## config.mk

```make
export PLATFORM = sky130hd
export DESIGN_NAME = lcp_link_config_protect_regs
export DESIGN_NICKNAME = d
export VERILOG_FILES = /design/src/verilog/lcp_pkg.sv /design/src/verilog/lcp_link_config_protect_regs.sv
export VERILOG_INCLUDE_DIRS = /design/src /design/src/verilog
export SDC_FILE = /design/constraint.sdc
export NUM_CORES = 1
export LEC_CHECK = 0
export BUFFER_PORTS_ARGS = -buffer_cell sky130_fd_sc_hd__buf_2
export CAP_MARGIN = 20
export CORE_ASPECT_RATIO = 0.75
export CORE_MARGIN = 1.5
export CORE_UTILIZATION = 40
export DETAILED_ROUTE_END_ITERATION = 7
export PLACE_DENSITY_LB_ADDON = 0.1
export SYNTH_ARGS = -nofsm -noshare
export SYNTH_HDL_FRONTEND = slang
export SYNTH_SLANG_ARGS = --single-unit
```

## constraint.sdc

```tcl
create_clock -name sys_clk -period 10.8 [get_ports sys_clk]
set_input_delay 3.24 -clock sys_clk [delete_from_list [all_inputs] [get_ports sys_clk]]
set_output_delay 3.24 -clock sys_clk [all_outputs]
set_load 0.05 [all_outputs]
```

## src/verilog/lcp_map.svh

```systemverilog
// Register offsets, field positions, reset values and timing for the link config and protection bank
`ifndef LCP_MAP_SVH
`define LCP_MAP_SVH

// Register byte offsets
`define LCP_ADDR_IMMUNITY     8'h17
`define LCP_ADDR_RSVD_A       8'h18
`define LCP_ADDR_RSVD_B       8'h19
`define LCP_ADDR_RATE_PIN     8'h1A
`define LCP_ADDR_AUDIO_POL    8'h1B
`define LCP_ADDR_IDENT        8'h1E
`define LCP_ADDR_CAP_REV      8'h1F
`define LCP_ADDR_RX_KEY       8'h80
`define LCP_ADDR_LINK_CHK     8'h85
`define LCP_ADDR_ENH_CHK      8'h87
`define LCP_ADDR_SESSION      8'h88
`define LCP_ADDR_TX_KEY       8'h90
`define LCP_ADDR_PCTRL        8'h95
`define LCP_ADDR_FORCE_COLOUR 8'h9D

// Register sizes in bytes
`define LCP_RX_KEY_BYTES      5
`define LCP_LINK_CHK_BYTES    2
`define LCP_SESSION_BYTES     8
`define LCP_TX_KEY_BYTES      5
`define LCP_FORCE_BYTES       3

// Field positions
`define LCP_BIT_IMMUNITY      7
`define LCP_BIT_RATE          7
`define LCP_BIT_PIN_A         5
`define LCP_BIT_PIN_B         4
`define LCP_BIT_ARB           0
`define LCP_BIT_SCK_INV       7
`define LCP_BIT_WS_INV        6
`define LCP_BIT_PROTECTION_CAPABLE_FLAG          4
`define LCP_BIT_PWR_DOWN      7
`define LCP_BIT_INT_COMP      6
`define LCP_BIT_FORCE_AUDIO   5
`define LCP_BIT_FORCE_VIDEO   4
`define LCP_BIT_PROT_RESET    3
`define LCP_BIT_AUTH_START    2
`define LCP_BIT_FRAME_SYNC    1
`define LCP_BIT_ENCRYPT       0

// Reset and fixed values
`define LCP_RST_IMMUNITY_LOW  7'h1F
`define LCP_RST_RSVD_B        8'h4A
`define LCP_RST_AUDIO_LOW     6'h10
`define LCP_RST_LINK_CHK      16'hFFFF
`define LCP_RST_ENH_CHK       8'hFF
`define LCP_RST_PCTRL         8'h00

// Timing
`define LCP_CLK_PERIOD_NS     100
`define LCP_ARB_SHORT_NS      256000
`define LCP_ARB_LONG_NS       4000000

`endif

```

## src/verilog/lcp_pkg.sv

```systemverilog
// Types shared by the link config and protection register bank
package lcp_pkg;

  // One register access from the control channel
  typedef struct packed {
    logic       wr;
    logic       rd;
    logic [7:0] addr;
    logic [7:0] wdata;
  } lcp_reg_req_t;

  // One pixel, red in the low byte
  typedef struct packed {
    logic [7:0] blue;
    logic [7:0] green;
    logic [7:0] red;
  } lcp_video_t;

  // Arbitration timer states
  typedef enum logic {
    LCP_ARB_IDLE,
    LCP_ARB_RUN
  } lcp_arb_state_t;

endpackage : lcp_pkg

```

## src/verilog/lcp_link_config_protect_regs.sv

```systemverilog
// Register bank for reverse-channel, pin-function, audio polarity, identity and protection control
`timescale 1ns/1ps
`default_nettype none
`include "lcp_map.svh"

module lcp_link_config_protect_regs
  import lcp_pkg::*;
#(
  parameter int unsigned ARB_LONG_CYCLES = `LCP_ARB_LONG_NS / `LCP_CLK_PERIOD_NS,
  parameter logic [7:0]  DEVICE_ID       = 8'hA5,  // Arbitrary value
  parameter logic [3:0]  REVISION        = 4'h1,   // Arbitrary value
  parameter logic        CAPABLE         = 1'b1,
  parameter int unsigned AUDIO_W         = 32
) (
  input  wire logic                 sys_clk,
  input  wire logic                 rst,
  input  wire lcp_reg_req_t         reg_req,
  output logic [7:0]                reg_rdata,
  output logic                      reg_rvalid,
  input  wire logic                 output_immunity_strap_pin,
  input  wire logic                 mode_or_control_a_pin,
  input  wire logic                 dual_function_control_b_pin,
  input  wire logic                 vsync_pin,
  input  wire logic                 audio_sck_pin,
  input  wire logic                 audio_ws_pin,
  output logic                      reverse_immunity_select,
  output logic                      reverse_rate_select,
  output logic                      mode_select_in,
  output logic                      control_a_in,
  output logic                      native_b_in,
  output logic                      control_b_in,
  input  wire logic                 coax_splitter_mode,
  input  wire logic                 arb_start,
  input  wire logic                 arb_cancel,
  output logic                      arb_timeout,
  output logic                      audio_sck_out,
  output logic                      audio_ws_out,
  input  wire logic [AUDIO_W-1:0]   audio_data_in,
  output logic [AUDIO_W-1:0]        audio_data_out,
  input  wire lcp_video_t           video_in,
  output lcp_video_t                video_out,
  input  wire logic [15:0]          tx_link_check,
  input  wire logic [7:0]           tx_enh_check,
  input  wire logic [63:0]          session_random_number,
  input  wire logic [39:0]          transmitter_key_vector,
  input  wire logic                 prot_reset_done,
  input  wire logic                 auth_started,
  output logic [7:0]                protection_control,
  output logic [39:0]               receiver_key_vector,
  output logic [15:0]               rx_link_check,
  output logic [7:0]                rx_enh_check,
  output logic                      link_check_match,
  output logic                      enh_check_match
);

  localparam int unsigned ARB_SHORT_CYCLES = `LCP_ARB_SHORT_NS / `LCP_CLK_PERIOD_NS;
  localparam int          NSYNC            = 6;

  logic [NSYNC-1:0] pin_raw;
  logic [NSYNC-1:0] sync1;
  logic [NSYNC-1:0] sync2;
  logic             vsync_prev;
  logic [1:0]       strap_cnt;
  logic             strap_done;
  logic             audio_sck_invert;
  logic             word_select_invert;
  logic             arbitration_timeout_select;
  logic             shared_pin_a_select;
  logic             shared_pin_b_select;
  logic [23:0]      forced_colour_value;
  lcp_arb_state_t   arb_state;
  logic [15:0]      arb_count;
  logic [7:0]       next_rdata;
  logic [7:0]       rd_off;
  logic             wr_pctrl;
  logic             int_comp;
  logic             vsync_fall;

  assign pin_raw    = {audio_ws_pin, audio_sck_pin, vsync_pin, dual_function_control_b_pin,
                       mode_or_control_a_pin, output_immunity_strap_pin};
  assign wr_pctrl   = reg_req.wr && (reg_req.addr == `LCP_ADDR_PCTRL);
  assign int_comp   = protection_control[`LCP_BIT_INT_COMP];
  assign vsync_fall = vsync_prev && !sync2[3];

  //////////////////////////////////////////////////////////////////////////////
  // Two-stage synchronisers for every pin
  generate
    for (genvar i = 0; i < NSYNC; i++) begin : g_sync
      always_ff @(posedge sys_clk or posedge rst) begin
        if (rst) begin
          sync1[i] <= 1'b0;
          sync2[i] <= 1'b0;
        end else begin
          sync1[i] <= pin_raw[i];
          sync2[i] <= sync1[i];
        end
      end
    end
  endgenerate

  //////////////////////////////////////////////////////////////////////////////
  // Strap capture once the synchroniser has filled after reset release
  always_ff @(posedge sys_clk or posedge rst) begin
    if (rst) begin
      strap_cnt  <= 2'h0;
      strap_done <= 1'b0;
    end else if (!strap_done) begin
      strap_cnt <= strap_cnt + 2'h1;
      if (strap_cnt == 2'h2) begin
        strap_done <= 1'b1;
      end
    end
  end

  // Immunity mode: strap value at power-up, then software
  always_ff @(posedge sys_clk or posedge rst) begin
    if (rst) begin
      reverse_immunity_select <= 1'b0;
    end else if (reg_req.wr && reg_req.addr == `LCP_ADDR_IMMUNITY) begin
      reverse_immunity_select <= reg_req.wdata[`LCP_BIT_IMMUNITY];
    end else if (!strap_done && strap_cnt == 2'h2) begin
      reverse_immunity_select <= sync2[0];
    end
  end

  //////////////////////////////////////////////////////////////////////////////
  // Rate, pin-select and arbitration bits; audio polarity bits
  always_ff @(posedge sys_clk or posedge rst) begin
    if (rst) begin
      reverse_rate_select        <= 1'b0;
      shared_pin_a_select        <= 1'b0;
      shared_pin_b_select        <= 1'b0;
      arbitration_timeout_select <= 1'b0;
      audio_sck_invert           <= 1'b0;
      word_select_invert         <= 1'b0;
    end else if (reg_req.wr && reg_req.addr == `LCP_ADDR_RATE_PIN) begin
      reverse_rate_select        <= reg_req.wdata[`LCP_BIT_RATE];
      shared_pin_a_select        <= reg_req.wdata[`LCP_BIT_PIN_A];
      shared_pin_b_select        <= reg_req.wdata[`LCP_BIT_PIN_B];
      arbitration_timeout_select <= reg_req.wdata[`LCP_BIT_ARB];
    end else if (reg_req.wr && reg_req.addr == `LCP_ADDR_AUDIO_POL) begin
      audio_sck_invert   <= reg_req.wdata[`LCP_BIT_SCK_INV];
      word_select_invert <= reg_req.wdata[`LCP_BIT_WS_INV];
    end
  end

  // Shared input routing
  always_ff @(posedge sys_clk or posedge rst) begin
    if (rst) begin
      mode_select_in <= 1'b0;
      control_a_in   <= 1'b0;
      native_b_in    <= 1'b0;
      control_b_in   <= 1'b0;
    end else begin
      mode_select_in <= shared_pin_a_select ? 1'b0 : sync2[1];
      control_a_in   <= shared_pin_a_select ? sync2[1] : 1'b0;
      native_b_in    <= shared_pin_b_select ? 1'b0 : sync2[2];
      control_b_in   <= shared_pin_b_select ? sync2[2] : 1'b0;
    end
  end

  // Audio clock and word select with optional inversion
  always_ff @(posedge sys_clk or posedge rst) begin
    if (rst) begin
      audio_sck_out <= 1'b0;
      audio_ws_out  <= 1'b0;
    end else begin
      audio_sck_out <= sync2[4] ^ audio_sck_invert;
      audio_ws_out  <= sync2[5] ^ word_select_invert;
    end
  end

  //////////////////////////////////////////////////////////////////////////////
  // Reverse-channel arbitration timer, splitter mode only
  always_ff @(posedge sys_clk or posedge rst) begin
    if (rst) begin
      arb_state   <= LCP_ARB_IDLE;
      arb_count   <= 16'h0000;
      arb_timeout <= 1'b0;
    end else begin
      arb_timeout <= 1'b0;
      case (arb_state)
        LCP_ARB_IDLE: begin
          if (arb_start && coax_splitter_mode) begin
            arb_state <= LCP_ARB_RUN;
            arb_count <= arbitration_timeout_select ? 16'(ARB_LONG_CYCLES - 1)
                                                    : 16'(ARB_SHORT_CYCLES - 1);
          end
        end
        LCP_ARB_RUN: begin
          if (arb_cancel || !coax_splitter_mode) begin
            arb_state <= LCP_ARB_IDLE;
          end else if (arb_count == 16'h0000) begin
            arb_timeout <= 1'b1;
            arb_state   <= LCP_ARB_IDLE;
          end else begin
            arb_count <= arb_count - 16'h0001;
          end
        end
        default: arb_state <= LCP_ARB_IDLE;
      endcase
    end
  end

  //////////////////////////////////////////////////////////////////////////////
  // Writable multi-byte registers: receiver key, forced colour, receiver link check value
  generate
    for (genvar i = 0; i < `LCP_RX_KEY_BYTES; i++) begin : g_rx_key
      always_ff @(posedge sys_clk or posedge rst) begin
        if (rst) begin
          receiver_key_vector[8*i +: 8] <= 8'h00;
        end else if (reg_req.wr && reg_req.addr == 8'(`LCP_ADDR_RX_KEY + i)) begin
          receiver_key_vector[8*i +: 8] <= reg_req.wdata;
        end
      end
    end
    for (genvar i = 0; i < `LCP_FORCE_BYTES; i++) begin : g_force
      always_ff @(posedge sys_clk or posedge rst) begin
        if (rst) begin
          forced_colour_value[8*i +: 8] <= 8'h00;
        end else if (reg_req.wr && reg_req.addr == 8'(`LCP_ADDR_FORCE_COLOUR + i)) begin
          forced_colour_value[8*i +: 8] <= reg_req.wdata;
        end
      end
    end
    for (genvar i = 0; i < `LCP_LINK_CHK_BYTES; i++) begin : g_link_chk
      always_ff @(posedge sys_clk or posedge rst) begin
        if (rst) begin
          rx_link_check[8*i +: 8] <= 8'(`LCP_RST_LINK_CHK >> (8*i));
        end else if (int_comp && reg_req.wr && reg_req.addr == 8'(`LCP_ADDR_LINK_CHK + i)) begin
          rx_link_check[8*i +: 8] <= reg_req.wdata;
        end
      end
    end
  endgenerate

  // Enhanced receiver check value, writable only with internal compare
  always_ff @(posedge sys_clk or posedge rst) begin
    if (rst) begin
      rx_enh_check <= `LCP_RST_ENH_CHK;
    end else if (int_comp && reg_req.wr && reg_req.addr == `LCP_ADDR_ENH_CHK) begin
      rx_enh_check <= reg_req.wdata;
    end
  end

  //////////////////////////////////////////////////////////////////////////////
  // Protection control: plain bits, self-clearing strobes, sticky frame sync
  always_ff @(posedge sys_clk or posedge rst) begin
    if (rst) begin
      protection_control <= `LCP_RST_PCTRL;
      vsync_prev         <= 1'b0;
    end else begin
      vsync_prev <= sync2[3];
      if (wr_pctrl) begin
        protection_control[`LCP_BIT_PWR_DOWN]    <= reg_req.wdata[`LCP_BIT_PWR_DOWN];
        protection_control[`LCP_BIT_INT_COMP]    <= reg_req.wdata[`LCP_BIT_INT_COMP];
        protection_control[`LCP_BIT_FORCE_AUDIO] <= reg_req.wdata[`LCP_BIT_FORCE_AUDIO];
        protection_control[`LCP_BIT_FORCE_VIDEO] <= reg_req.wdata[`LCP_BIT_FORCE_VIDEO];
        protection_control[`LCP_BIT_ENCRYPT]     <= reg_req.wdata[`LCP_BIT_ENCRYPT];
      end
      // Reset strobe: write of 1 wins over completion
      if (wr_pctrl && reg_req.wdata[`LCP_BIT_PROT_RESET]) begin
        protection_control[`LCP_BIT_PROT_RESET] <= 1'b1;
      end else if (prot_reset_done) begin
        protection_control[`LCP_BIT_PROT_RESET] <= 1'b0;
      end
      // Start strobe: write of 1 wins over started
      if (wr_pctrl && reg_req.wdata[`LCP_BIT_AUTH_START]) begin
        protection_control[`LCP_BIT_AUTH_START] <= 1'b1;
      end else if (auth_started) begin
        protection_control[`LCP_BIT_AUTH_START] <= 1'b0;
      end
      // Frame sync: detection wins over a write of 0
      if (vsync_fall) begin
        protection_control[`LCP_BIT_FRAME_SYNC] <= 1'b1;
      end else if (wr_pctrl && !reg_req.wdata[`LCP_BIT_FRAME_SYNC]) begin
        protection_control[`LCP_BIT_FRAME_SYNC] <= 1'b0;
      end
    end
  end

  //////////////////////////////////////////////////////////////////////////////
  // Audio and video forcing
  always_ff @(posedge sys_clk or posedge rst) begin
    if (rst) begin
      audio_data_out <= '0;
      video_out      <= '0;
    end else begin
      audio_data_out <= protection_control[`LCP_BIT_FORCE_AUDIO] ? '0 : audio_data_in;
      video_out      <= protection_control[`LCP_BIT_FORCE_VIDEO] ? lcp_video_t'(forced_colour_value)
                                                                 : video_in;
    end
  end

  //////////////////////////////////////////////////////////////////////////////
  // Internal compare match flags
  always_ff @(posedge sys_clk or posedge rst) begin
    if (rst) begin
      link_check_match <= 1'b0;
      enh_check_match  <= 1'b0;
    end else begin
      link_check_match <= int_comp && (rx_link_check == tx_link_check);
      enh_check_match  <= int_comp && (rx_enh_check == tx_enh_check);
    end
  end

  //////////////////////////////////////////////////////////////////////////////
  // Read data multiplexer; read-only fields never take write data
  always_comb begin
    next_rdata = 8'h00;
    rd_off     = 8'h00;
    if (reg_req.addr == `LCP_ADDR_IMMUNITY) begin
      next_rdata = {reverse_immunity_select, `LCP_RST_IMMUNITY_LOW};
    end else if (reg_req.addr == `LCP_ADDR_RSVD_B) begin
      next_rdata = `LCP_RST_RSVD_B;
    end else if (reg_req.addr == `LCP_ADDR_RATE_PIN) begin
      next_rdata = {reverse_rate_select, 1'b0, shared_pin_a_select, shared_pin_b_select,
                    3'h0, arbitration_timeout_select};
    end else if (reg_req.addr == `LCP_ADDR_AUDIO_POL) begin
      next_rdata = {audio_sck_invert, word_select_invert, `LCP_RST_AUDIO_LOW};
    end else if (reg_req.addr == `LCP_ADDR_IDENT) begin
      next_rdata = DEVICE_ID;
    end else if (reg_req.addr == `LCP_ADDR_CAP_REV) begin
      next_rdata = {3'h0, CAPABLE, REVISION};
    end else if (reg_req.addr >= `LCP_ADDR_RX_KEY && reg_req.addr < `LCP_ADDR_LINK_CHK) begin
      rd_off     = reg_req.addr - `LCP_ADDR_RX_KEY;
      next_rdata = receiver_key_vector[8*rd_off[2:0] +: 8];
    end else if (reg_req.addr >= `LCP_ADDR_LINK_CHK && reg_req.addr < `LCP_ADDR_ENH_CHK) begin
      rd_off     = reg_req.addr - `LCP_ADDR_LINK_CHK;
      next_rdata = int_comp ? rx_link_check[8*rd_off[0] +: 8]
                            : tx_link_check[8*rd_off[0] +: 8];
    end else if (reg_req.addr == `LCP_ADDR_ENH_CHK) begin
      next_rdata = int_comp ? rx_enh_check : tx_enh_check;
    end else if (reg_req.addr >= `LCP_ADDR_SESSION && reg_req.addr < `LCP_ADDR_TX_KEY) begin
      rd_off     = reg_req.addr - `LCP_ADDR_SESSION;
      next_rdata = session_random_number[8*rd_off[2:0] +: 8];
    end else if (reg_req.addr >= `LCP_ADDR_TX_KEY && reg_req.addr < `LCP_ADDR_PCTRL) begin
      rd_off     = reg_req.addr - `LCP_ADDR_TX_KEY;
      next_rdata = transmitter_key_vector[8*rd_off[2:0] +: 8];
    end else if (reg_req.addr == `LCP_ADDR_PCTRL) begin
      next_rdata = protection_control;
    end else if (reg_req.addr >= `LCP_ADDR_FORCE_COLOUR &&
                 reg_req.addr < 8'(`LCP_ADDR_FORCE_COLOUR + `LCP_FORCE_BYTES)) begin
      rd_off     = reg_req.addr - `LCP_ADDR_FORCE_COLOUR;
      next_rdata = forced_colour_value[8*rd_off[1:0] +: 8];
    end
  end

  // Registered read answer, one cycle after the request
  always_ff @(posedge sys_clk or posedge rst) begin
    if (rst) begin
      reg_rdata  <= 8'h00;
      reg_rvalid <= 1'b0;
    end else begin
      reg_rvalid <= reg_req.rd;
      if (reg_req.rd) begin
        reg_rdata <= next_rdata;
      end
    end
  end
endmodule : lcp_link_config_protect_regs

`default_nettype wire

```

---- Yosys cells after proc, flatten, opt, wreduce, memory -nomap -nowiden ----
Index checks and enable logic that the tools add are counted.
word-level totals
  bits in registers ....................... 210
  word-level logic and storage cells ...... 189
operators by class
  add/subtract/negate cells ............... 7
  magnitude comparators ................... 10
  eq/ne operators ......................... 24
  shift operators ......................... 6
  mux-type cells .......................... 43
  bitwise logic cells ..................... 4
  reduce and logical (&&, ||, !) cells .... 41
operators by type and width
  kind                     number
  $mux W8                  15
  $eq A8 B8 Y1 const B     12
  $shiftx A40 B7 Y8        2
  $mux W16                 4
  $shiftx A64 B7 Y8        1
  $eq A8 B5 Y1 const B     6
  $ge A8 B8 Y1 const B     5
  $lt A8 B8 Y1 const B     5
  $mux W32                 1
  $pmux W16 S2             1
  $shiftx A16 B5 Y8        2
  $logic_and A1 B1 Y1      29
  $mux W24                 1
  $shiftx A24 B6 Y8        1
  $mux W1                  20
  $eq A16 B16 Y1           1
  $logic_not A16 Y1        1
  $sub A16 B1 Y16 const B  1
  $sub A3 B1 Y3 const B    3
  $eq A8 B8 Y1             1
  $reduce_bool A2 Y1       4
  $ne A2 B2 Y1 const B     3
  $logic_not A1 Y1         4
  $reduce_and A3 Y1        1
  9 further kinds          11

---- Depth between registers and ports, before layout ----
Gate-level depths: netlist of the first run.
  depth in word-level cells ............... 15
  depth in mapped cells ................... 12
  depth with buffers taken out ............ 8

---- Worst setup path before layout of the first run ----
Ideal clock, no wire load.
  path type ............................... input-to-reg
  start ................................... input reg_req[8] (netlist bit)
  end ..................................... register reg_rdata[6]
  library setup time ...................... 0.118 ns
  arrival time ............................ 5.708 ns
  required time ........................... 10.682 ns
  path slack .............................. 4.974 ns
  stages on the path ...................... 11
  path buffers ............................ 3
  path through ............................ buf_2 -> buf_2 -> inv_1 -> ha_1 -> clkbuf_1 -> mux2_2 -> a22oi_1 -> o22ai_1 -> a211oi_1 -> o221ai_1 -> a21o_1
on the way
  cells in the longest elaborated chain, start to end .. 15
ends and longest elaborated chain
  what                                                      RTL line                                                                  text
  from (decl)                                               lcp_link_config_protect_regs.sv:17                                        input wire lcp_reg_req_t reg_req,
  $sub A2 B1 Y2 (no line), or another cell as far along     n/a
  $shiftx A24 B6 Y8 or $logic_and A1 B1 Y1 (tied branches)  lcp_link_config_protect_regs.sv:345, lcp_link_config_protect_regs.sv:342
  $mux W8                                                   lcp_link_config_protect_regs.sv:342                                       end else if (reg_req.addr >= `LCP_ADDR_FORCE_COLOUR &&
  $mux W8                                                   lcp_link_config_protect_regs.sv:340                                       end else if (reg_req.addr == `LCP_ADDR_PCTRL) begin
  $mux W8                                                   lcp_link_config_protect_regs.sv:337                                       end else if (reg_req.addr >= `LCP_ADDR_TX_KEY && reg_req.addr < `LCP_ADDR_PCTRL) begin
  $mux W8                                                   lcp_link_config_protect_regs.sv:334                                       end else if (reg_req.addr >= `LCP_ADDR_SESSION && reg_req.addr < `LCP_ADDR_TX_KEY) begin
  $mux W8                                                   lcp_link_config_protect_regs.sv:332                                       end else if (reg_req.addr == `LCP_ADDR_ENH_CHK) begin
  $mux W8                                                   lcp_link_config_protect_regs.sv:328                                       end else if (reg_req.addr >= `LCP_ADDR_LINK_CHK && reg_req.addr < `LCP_ADDR_ENH_CHK) begin
  $mux W8                                                   lcp_link_config_protect_regs.sv:325                                       end else if (reg_req.addr >= `LCP_ADDR_RX_KEY && reg_req.addr < `LCP_ADDR_LINK_CHK) begin
  $mux W8                                                   lcp_link_config_protect_regs.sv:323                                       end else if (reg_req.addr == `LCP_ADDR_CAP_REV) begin
  $mux W8                                                   lcp_link_config_protect_regs.sv:321                                       end else if (reg_req.addr == `LCP_ADDR_IDENT) begin
  $mux W8                                                   lcp_link_config_protect_regs.sv:319                                       end else if (reg_req.addr == `LCP_ADDR_AUDIO_POL) begin
  $mux W8                                                   lcp_link_config_protect_regs.sv:316                                       end else if (reg_req.addr == `LCP_ADDR_RATE_PIN) begin
  $mux W8                                                   lcp_link_config_protect_regs.sv:314                                       end else if (reg_req.addr == `LCP_ADDR_RSVD_B) begin
  $mux W8 (*)                                               lcp_link_config_protect_regs.sv:312                                       if (reg_req.addr == `LCP_ADDR_IMMUNITY) begin
  to (signal assigned)                                      lcp_link_config_protect_regs.sv:357                                       reg_rdata <= next_rdata;
  to (decl)                                                 lcp_link_config_protect_regs.sv:18                                        output logic [7:0] reg_rdata,
Every way passes the cells marked *; elsewhere a longest branch is shown, timed or not.
A chain may end at the register's enable or synchronous reset.

---- Worst setup path in the final report of the first run ----
  start ................................... input reg_req[8] (netlist bit)
  end ..................................... register reg_rdata[1]
Same word-level chain as after synthesis.

==> results of run 1 <==
through the flow:
stage,power (mW),hold slack [ps]
after floorplan,1.07,331
after global placement,1.19,336
after detailed placement,1.19,340
after CTS,1.97,329
after global routing,2.04,360
final,1.96,332
area by class of cell:
cell class / count / share of cell area
sequential: 210 / 0.397
inverter: 27 / 0.00818
tap: 344 / 0.0323
clock inverter: 7 / 0.00526
clock buffer: 35 / 0.0512
antenna: 2 / 0.000376
multi-input combinational: 566 / 0.366
timing repair buffer: 368 / 0.140
state kept, by name (all words and copies together), names as in the netlist, 2 cells and up:
signal and flops:
sync2 6, sync1 6, reg_rdata 8, protection_control 8, audio_data_out 32, strap_cnt 2
rx_link_check 16, receiver_key_vector 40, forced_colour_value 24, video_out 24, rx_enh_check 8, arb_count 16
worst paths after layout:
kind / from / to / slack [ps] / cells past startpoint
worst min register to register: sync1[5]$_DFF_PP0_ / sync2[5]$_DFF_PP0_ / 330 / 0
min in group asynchronous: rst / audio_data_out[30]$_DFF_PP0_ / 2860 / 2
worst max-delay path: reg_req[8] / reg_rdata[1]$_DFFE_PP0P_ / 5000 / 9
worst max register to register: arb_count[0]$_DFFE_PP0P_ / arb_count[15]$_DFFE_PP0P_ / 7890 / 8
worst min-delay path: sync1[5]$_DFF_PP0_ / sync2[5]$_DFF_PP0_ / 330 / 0
max in group asynchronous: rst / sync1[2]$_DFF_PP0_ / 6230 / 3
Yosys cell counts (19+ instances only):
cell type,instances
sky130_fd_sc_hd__dfrtp_1,186
sky130_fd_sc_hd__mux2_2,129
sky130_fd_sc_hd__nor2b_1,42
sky130_fd_sc_hd__nand2_1,40
sky130_fd_sc_hd__nor2_1,39
sky130_fd_sc_hd__mux4_2,36
sky130_fd_sc_hd__clkbuf_1,35
sky130_fd_sc_hd__a21oi_1,32
sky130_fd_sc_hd__inv_1,27
sky130_fd_sc_hd__o21ai_0,27
sky130_fd_sc_hd__dfstp_2,24
sky130_fd_sc_hd__mux2i_1,19
sky130_fd_sc_hd__xnor2_1,19
report_power, final:
group	internal, mW	switching, mW
logic	0.113	0.215
clock network	0.442	0.333
registers	0.826	0.0275
cell families after synthesis:
group / Yosys count / share of synthesized area
compound gates: 134 / 0.0864
xor+xnor: 31 / 0.0259
fa+ha+maj: 6 / 0.00716
buf+inv: 80 / 0.0312
flops: 210 / 0.504
mux: 185 / 0.235
simple gates: 210 / 0.110
placed cells by master (no fill, tap or decap), types with 9 or more instances in the layout:
master / count
sky130_fd_sc_hd__o21ai_0: 27
sky130_fd_sc_hd__xor2_1: 12
sky130_fd_sc_hd__clkbuf_16: 24
sky130_fd_sc_hd__dfstp_2: 24
sky130_fd_sc_hd__dfrtp_1: 186
sky130_fd_sc_hd__mux2_2: 129
sky130_fd_sc_hd__buf_2: 361
sky130_fd_sc_hd__nand4_1: 10
sky130_fd_sc_hd__nor3_1: 11
sky130_fd_sc_hd__a21oi_1: 32
sky130_fd_sc_hd__mux2i_1: 19
sky130_fd_sc_hd__nand2_1: 40
sky130_fd_sc_hd__xnor2_1: 19
sky130_fd_sc_hd__nor2_1: 39
sky130_fd_sc_hd__mux4_2: 36
sky130_fd_sc_hd__nor2b_1: 42
sky130_fd_sc_hd__inv_1: 26
sky130_fd_sc_hd__nand3_1: 15
sky130_fd_sc_hd__o221ai_1: 12
sky130_fd_sc_hd__a31oi_1: 9
critical path, stage by stage:
cell	delay [ps]
sky130_fd_sc_hd__buf_4	650
sky130_fd_sc_hd__inv_1	270
sky130_fd_sc_hd__ha_1	600
sky130_fd_sc_hd__nor2b_1	540
sky130_fd_sc_hd__a22oi_1	190
sky130_fd_sc_hd__o221ai_1	210
sky130_fd_sc_hd__o221ai_1	140
sky130_fd_sc_hd__a31oi_1	220
sky130_fd_sc_hd__a2bb2oi_1	160
per-layer routing:
layer	track usage	vias to the layer above
li1	-	3831
met1	0.382	4226
met2	0.393	380
met3	0.0676	30
met4	0.0459	0
met5	0	-
==> qor.tcl, run 1 <==
set qor(utilization_after_layout) 0.515
set qor(final.setup.worst_slack_ps) 5000
set qor(layout.area.seq_mm2) 0.00529
set qor(tns_ps) 0
set qor(wl_um) 35600
set qor(cp_data_required_time_ps) 11270
set qor(final.fill_count) 2401
set qor(groute.usage.overall) 0.261
set qor(outcome) {finished clean}
set qor(std_cell_rows) 51
set qor(clk_transition_reported_paths_ps) 60
set qor(max_cap_violations) 0
set qor(design.portCount) 363
set qor(achievable-frequency_ghz) 0.173
set qor(cp.arrival_ps) 6260
set qor(detail_route.vias_per_cell) 5.43
set qor(post_layout_nonfiller_instances) 1559
set qor(clock_latency_ps) 540
set qor(timing.hold.worst.class) {flip-flop to flip-flop}
set qor(timing.final.crit_share) 0.537
set qor(leakagePower_nw) 6.38
set qor(initial_standard_cell_utilization_of_the_core) 0.406
set qor(drt_first_iter_violations) 605
set qor(cts_inserted_buffers) 24
set qor(cts_root_buf) {sky130_fd_sc_hd__clkbuf_16}
set qor(placement.cell_area_mm2) 0.0126
set qor(cts_hold_buffers) 0
set qor(synth_async_sr_flop_share) 1.00
set qor(fin_worst_skew_ps) 25.7
set qor(h_tree_levels) 1
set qor(timing.final.setup_violations) 0
set qor(finish.instance_area_mm2) 0.0133
set qor(finalHoldViolations) 0
set qor(dp_worst_setup_slack_ps) 4440
set qor(yosys.area.top_type_share) 0.444
set qor(cp_max_fo) 50
set qor(synth.area.top_cells) {sky130_fd_sc_hd__dfrtp_1, sky130_fd_sc_hd__mux2_2, sky130_fd_sc_hd__mux4_2}
set qor(met3_length_um) 3140
set qor(top_layer) {met4}
set qor(crit_type) {input port to flip-flop}
set qor(synth_seq_area_share) 0.504
set qor(place.gp.congestion) 0.962
set qor(synth_enable_flop_cells) 0
set qor(initial_antenna_violation_count) 3
set qor(mappedNetlistArea_mm2) 0.0105
set qor(fp.dieH_um) 143
set qor(timing.critical_path.from_type) {input port}
set qor(grt_overflow) 0
set qor(count_of_mapped_cells_out_of_synthesis) 856
set qor(time_the_worst_path_needs_with_i_o_delays_and_setup_ps) 5800
set qor(portBuffers) 362
set qor(dpl.hpwl_um) 26500
set qor(layout-drive-gt1-share) 0.501
set qor(grt_setup_unrepaired) {false}
set qor(yosys.cell_types.count) 64
set qor(area_delta_synth_final_pct) 27.0
set qor(cellPowerDensity_mw_per_mm2) 147
set qor(finish.net_count) 1418
set qor(detail_route.first_pass.iterations) 5
set qor(vdd.ir_drop.worst_uv) 102
set qor(timing_worst_slew_pin_value_ps) 1070
set qor(cts_tree) {built}
set qor(cts_setup_buffers) 0
set qor(clock_tree.buffer_depth) 3
set qor(dominant_synthesized_flop_cell) {sky130_fd_sc_hd__dfrtp_1}
set qor(cell_type_contributing_the_most_total_cell_area_after_synthesis) {sky130_fd_sc_hd__dfrtp_1}
set qor(wl_met2_um) 15600
set qor(placed_cells) 1515
set qor(post_cts_resized) 0
set qor(yosysWarnings) 0
set qor(first_global_vias) 8456
set qor(area_used_by_multi_input_combinational_logic_mm2) 0.00487
set qor(chipWidth_um) 190
set qor(grt_start_max_net_pins) 138
set qor(final-max-slew-violation-count) 0
set qor(via_count) 8467
set qor(drt.antenna.violating_nets) 0
set qor(floorplan.die_area_mm2) 0.0272
set qor(timing.max_slew.rel_slack) 0.286
set qor(route.detailed.wl_per_inst_um) 22.8
set qor(postSynthRegisterBits) 210
set qor(fp.coreArea_mm2) 0.0258
set qor(global_route_wire_length_before_repair_um) 53200
set qor(cts_num_sinks) 210
set qor(endpoint_kind) {flip-flop}
set qor(postSynthNetCount) 1077
set qor(remaining_routing_drc_violations) 0
set qor(synthesis.area_per_instance_um2) 12.2
set qor(wl_met1_um) 16400
(Power assumes the default switching activity.)
==> run 2, diff against run 1 <==
--- a/config.mk
+++ b/config.mk
@@ -6,6 +6,7 @@
 export SDC_FILE = /design/constraint.sdc
 export NUM_CORES = 1
 export LEC_CHECK = 0
+export ABC_AREA = 1
 export BUFFER_PORTS_ARGS = -buffer_cell sky130_fd_sc_hd__buf_2
 export CAP_MARGIN = 20
 export CORE_ASPECT_RATIO = 0.75
==> constraint.sdc (replaced) <==
create_clock -name sys_clk -period 5.37 [get_ports sys_clk]
set_input_delay 1.611 -clock sys_clk [delete_from_list [all_inputs] [get_ports sys_clk]]
set_output_delay 1.611 -clock sys_clk [all_outputs]
set_load 0.05 [all_outputs]
==> qor.tcl, run 2 <==
set qor(outcome) {finished clean} ;# unchanged
set qor(top_register) {receiver_key_vector} ;# unchanged
set qor(time_the_worst_path_needs_with_i_o_delays_and_setup_ps) 3800
set qor(layout-drive-gt1-share) 0.287 ;# was 0.501
set qor(remaining_routing_drc_violations) 0 ;# unchanged
set qor(clock_latency_ps) 530 ;# was 540 ps
set qor(cts_hold_buffers) 0 ;# unchanged
set qor(power.share.switching) 0.297 ;# was 0.294
set qor(drt.antenna.violating_nets) 0 ;# unchanged
set qor(synth_seq_area_share) 0.502 ;# was 0.504
set qor(combinational_power_share) 0.167 ;# about the same
set qor(postSynthRegisterBits) 210 ;# unchanged
set qor(achievable-frequency_ghz) 0.263
set qor(finish.instance_area_mm2) 0.0134 ;# was 0.0133 mm2
set qor(wl_um) 37900 ;# was 35600 um
set qor(cts_root_buf) {sky130_fd_sc_hd__clkbuf_16} ;# unchanged
set qor(largest_reg_flops) 40 ;# unchanged
set qor(tns_ps) 0 ;# unchanged
set qor(post_cts_resized) 0 ;# unchanged
set qor(synth_async_sr_flop_share) 1.00 ;# unchanged
set qor(endpoint_kind) {flip-flop} ;# unchanged
set qor(layout.cells.most_common_list) {sky130_fd_sc_hd__buf_2, sky130_fd_sc_hd__nand2_1, sky130_fd_sc_hd__dfrtp_1} ;# was sky130_fd_sc_hd__buf_2, sky130_fd_sc_hd__dfrtp_1, sky130_fd_sc_hd__mux2_2
set qor(yosys.cell_count.top_type) {sky130_fd_sc_hd__nand2_1} ;# was sky130_fd_sc_hd__dfrtp_1
set qor(synth_commonest_cells) {sky130_fd_sc_hd__nand2_1, sky130_fd_sc_hd__dfrtp_1, sky130_fd_sc_hd__o21ai_0} ;# was sky130_fd_sc_hd__dfrtp_1, sky130_fd_sc_hd__mux2_2, sky130_fd_sc_hd__nor2b_1
set qor(synthesis.area_per_instance_um2) 7.91 ;# was 12.2 um2
set qor(grt_start_max_net_pins) 83 ;# was 138
set qor(clock_power_share) 0.408 ;# was 0.396
set qor(via_count) 10462 ;# was 8467
set qor(cts_tree) {built} ;# unchanged
set qor(grt_overflow) 0 ;# unchanged
set qor(area_delta_synth_final_pct) 27.2 ;# was 27.0%
set qor(count_of_mapped_cells_out_of_synthesis) 1331 ;# was 856
set qor(timing.max_slew.rel_slack) 0.441 ;# was 0.286
set qor(global_route_wire_length_before_repair_um) 56500 ;# was 53200 um
set qor(clock_tree.buffer_depth) 3 ;# unchanged
set qor(p_seq_frac) 0.425 ;# was 0.436
set qor(cts_inserted_buffers) 23 ;# was 24
set qor(final.fill_count) 2605 ;# was 2401
set qor(cp_max_fo) 65 ;# was 50
set qor(place.gp.congestion) 0.945 ;# was 0.962
set qor(timing_worst_slew_pin_value_ps) 827 ;# was 1070 ps
set qor(report.power.total_mw) 4.05 ;# was 1.96 mW
set qor(drt_first_iter_violations) 787 ;# was 605
set qor(beginning_of_the_worst_hold_path) {sync1[0]$_DFF_PP0_} ;# was sync1[5]$_DFF_PP0_
set qor(mappedNetlistArea_mm2) 0.0105 ;# about the same
set qor(groute.usage.overall) 0.272 ;# was 0.261
set qor(timing.final.setup_violations) 0 ;# unchanged
set qor(postSynthNetCount) 1552 ;# was 1077
set qor(cts_num_sinks) 210 ;# unchanged
set qor(yosys.cell_types.count) 47 ;# was 64
set qor(placement.cell_area_mm2) 0.0126 ;# about the same
set qor(dominant_synthesized_flop_cell) {sky130_fd_sc_hd__dfrtp_1} ;# unchanged
set qor(detail_route.first_pass.iterations) 5 ;# unchanged
set qor(grt_setup_unrepaired) {false} ;# unchanged
set qor(net-switching-power_mw) 1.20 ;# was 0.576 mW
set qor(finalHoldViolations) 0 ;# unchanged
set qor(cp_data_required_time_ps) 5820 ;# was 11270 ps
set qor(post_layout_nonfiller_instances) 2023 ;# was 1559
set qor(timing.final.crit_share) 0.709
set qor(route.detailed.wl_per_inst_um) 18.7 ;# was 22.8 um
set qor(layout_commonest_cell) {sky130_fd_sc_hd__buf_2} ;# unchanged
set qor(cell_internal_pwr_mw) 2.84 ;# was 1.38 mW
set qor(max_cap_violations) 0 ;# unchanged
set qor(fp.dieH_um) 143 ;# about the same
set qor(h_tree_levels) 1 ;# unchanged
set qor(leakagePower_nw) 6.82 ;# was 6.38 nW
set qor(final.setup.worst_slack_ps) 1570 ;# was 5000 ps
set qor(synth_enable_flop_cells) 0 ;# unchanged
set qor(portBuffers) 362 ;# unchanged
set qor(setup.worst_path.start) {reg_req[8]} ;# unchanged
set qor(finish.net_count) 1882 ;# was 1418
set qor(cell_type_contributing_the_most_total_cell_area_after_synthesis) {sky130_fd_sc_hd__dfrtp_1} ;# unchanged
set qor(cellPowerDensity_mw_per_mm2) 302 ;# was 147 mW/mm2
set qor(synth.area.top_cells) {sky130_fd_sc_hd__dfrtp_1, sky130_fd_sc_hd__nand2_1, sky130_fd_sc_hd__o21ai_0} ;# was sky130_fd_sc_hd__dfrtp_1, sky130_fd_sc_hd__mux2_2, sky130_fd_sc_hd__mux4_2
set qor(fp.coreArea_mm2) 0.0259 ;# was 0.0258 mm2
set qor(cp.arrival_ps) 4250 ;# was 6260 ps
set qor(layout.area.seq_mm2) 0.00529 ;# unchanged
set qor(clk_transition_reported_paths_ps) 60 ;# about the same
set qor(crit-reg2reg-launch) {protection_control[6]$_DFFE_PP0P_} ;# was arb_count[0]$_DFFE_PP0P_
set qor(yosys.area.top_type_share) 0.442 ;# was 0.444
set qor(vdd.ir_drop.worst_uv) 204 ;# was 102 uV
set qor(placed_cells) 1980 ;# was 1515
set qor(chipWidth_um) 190 ;# about the same
set qor(yosysWarnings) 0 ;# unchanged
set qor(dpl.hpwl_um) 28400 ;# was 26500 um
set qor(cts_setup_buffers) 0 ;# unchanged
set qor(hold_slack_ps) 348 ;# was 332 ps
set qor(design.portCount) 363 ;# unchanged
set qor(crit_type) {input port to flip-flop} ;# unchanged
set qor(fin_worst_skew_ps) 10.7 ;# was 25.7 ps
set qor(area_used_by_multi_input_combinational_logic_mm2) 0.00442 ;# was 0.00487 mm2
set qor(dp_worst_setup_slack_ps) 994 ;# was 4440 ps
set qor(floorplan.die_area_mm2) 0.0273 ;# was 0.0272 mm2
set qor(timing.critical_path.from_type) {input port} ;# unchanged
set qor(initial_antenna_violation_count) 2 ;# was 3
set qor(first_global_vias) 9711 ;# was 8456
set qor(std_cell_rows) 51 ;# unchanged
set qor(final-max-slew-violation-count) 0 ;# unchanged
set qor(timing.hold.worst.class) {flip-flop to flip-flop} ;# unchanged
set qor(utilization_after_layout) 0.517 ;# was 0.515
set qor(reg.largest.list) {receiver_key_vector: 40 flops, audio_data_out: 32 flops} ;# unchanged
set qor(detail_route.vias_per_cell) 5.17 ;# was 5.43
set qor(initial_standard_cell_utilization_of_the_core) 0.406 ;# about the same
==> run 2: power by group through the flow <==
stage                     Clock (mW)  Combinational (mW)  Sequential [mW]
after detailed placement           0               0.678             1.75
after global routing            1.75               0.738             1.73
after floorplan                    0               0.271             1.90
after CTS                       1.69               0.680             1.72
after global placement             0               0.673             1.75
final                           1.65               0.676             1.72
==> run 2: final timing paths <==
path	depth (start not counted)	to	slack, ps
max	13	reg_rdata[1]$_DFFE_PP0P_	1570
min	0	sync2[0]$_DFF_PP0_	350
max reg2reg	12	reg_rdata[4]$_DFFE_PP0P_	2900
min reg2reg	0	sync2[0]$_DFF_PP0_	350
max in group asynchronous	3	rx_link_check[11]$_DFFE_PP1P_	3340
min in group asynchronous	2	video_out[15]$_DFF_PP0_	1110
==> run 2: final cells by class <==
cell class / count / area share
inverter: 137 / 0.0389
sequential: 210 / 0.395
clock buffer: 36 / 0.0542
tap: 344 / 0.0322
timing repair buffer: 374 / 0.144
antenna: 1 / 0.000187
multi-input combinational: 915 / 0.330
clock inverter: 6 / 0.00542
==> run 2: per-layer routing <==
metal,global-route usage,wire length (um),vias to the layer above
met1,0.385,17200,4959
met5,0,8,-
li1,-,-,5018
met4,0.0609,765,2
met2,0.420,16400,422
met3,0.0684,3420,61
==> run 2: cells by family after synthesis <==
| kind of cell | share of synthesized area |
|---|---|
| flops | 0.502 |
| xor+xnor | 0.0108 |
| mux | 0.0161 |
| fa+ha+maj | 0.00713 |
| buf+inv | 0.0776 |
| compound gates | 0.165 |
| simple gates | 0.221 |
==> run 2: critical path, cell delays in order <==
cell and delay, ps:
sky130_fd_sc_hd__buf_2 350, sky130_fd_sc_hd__buf_4 600, sky130_fd_sc_hd__ha_1 280, sky130_fd_sc_hd__inv_1 90
sky130_fd_sc_hd__nor2_1 310, sky130_fd_sc_hd__nand2_2 150, sky130_fd_sc_hd__inv_2 120, sky130_fd_sc_hd__a21oi_1 50
sky130_fd_sc_hd__o31ai_1 310, sky130_fd_sc_hd__nand2_1 90, sky130_fd_sc_hd__nand3b_1 90, sky130_fd_sc_hd__nand2_1 50
sky130_fd_sc_hd__a21oi_1 150
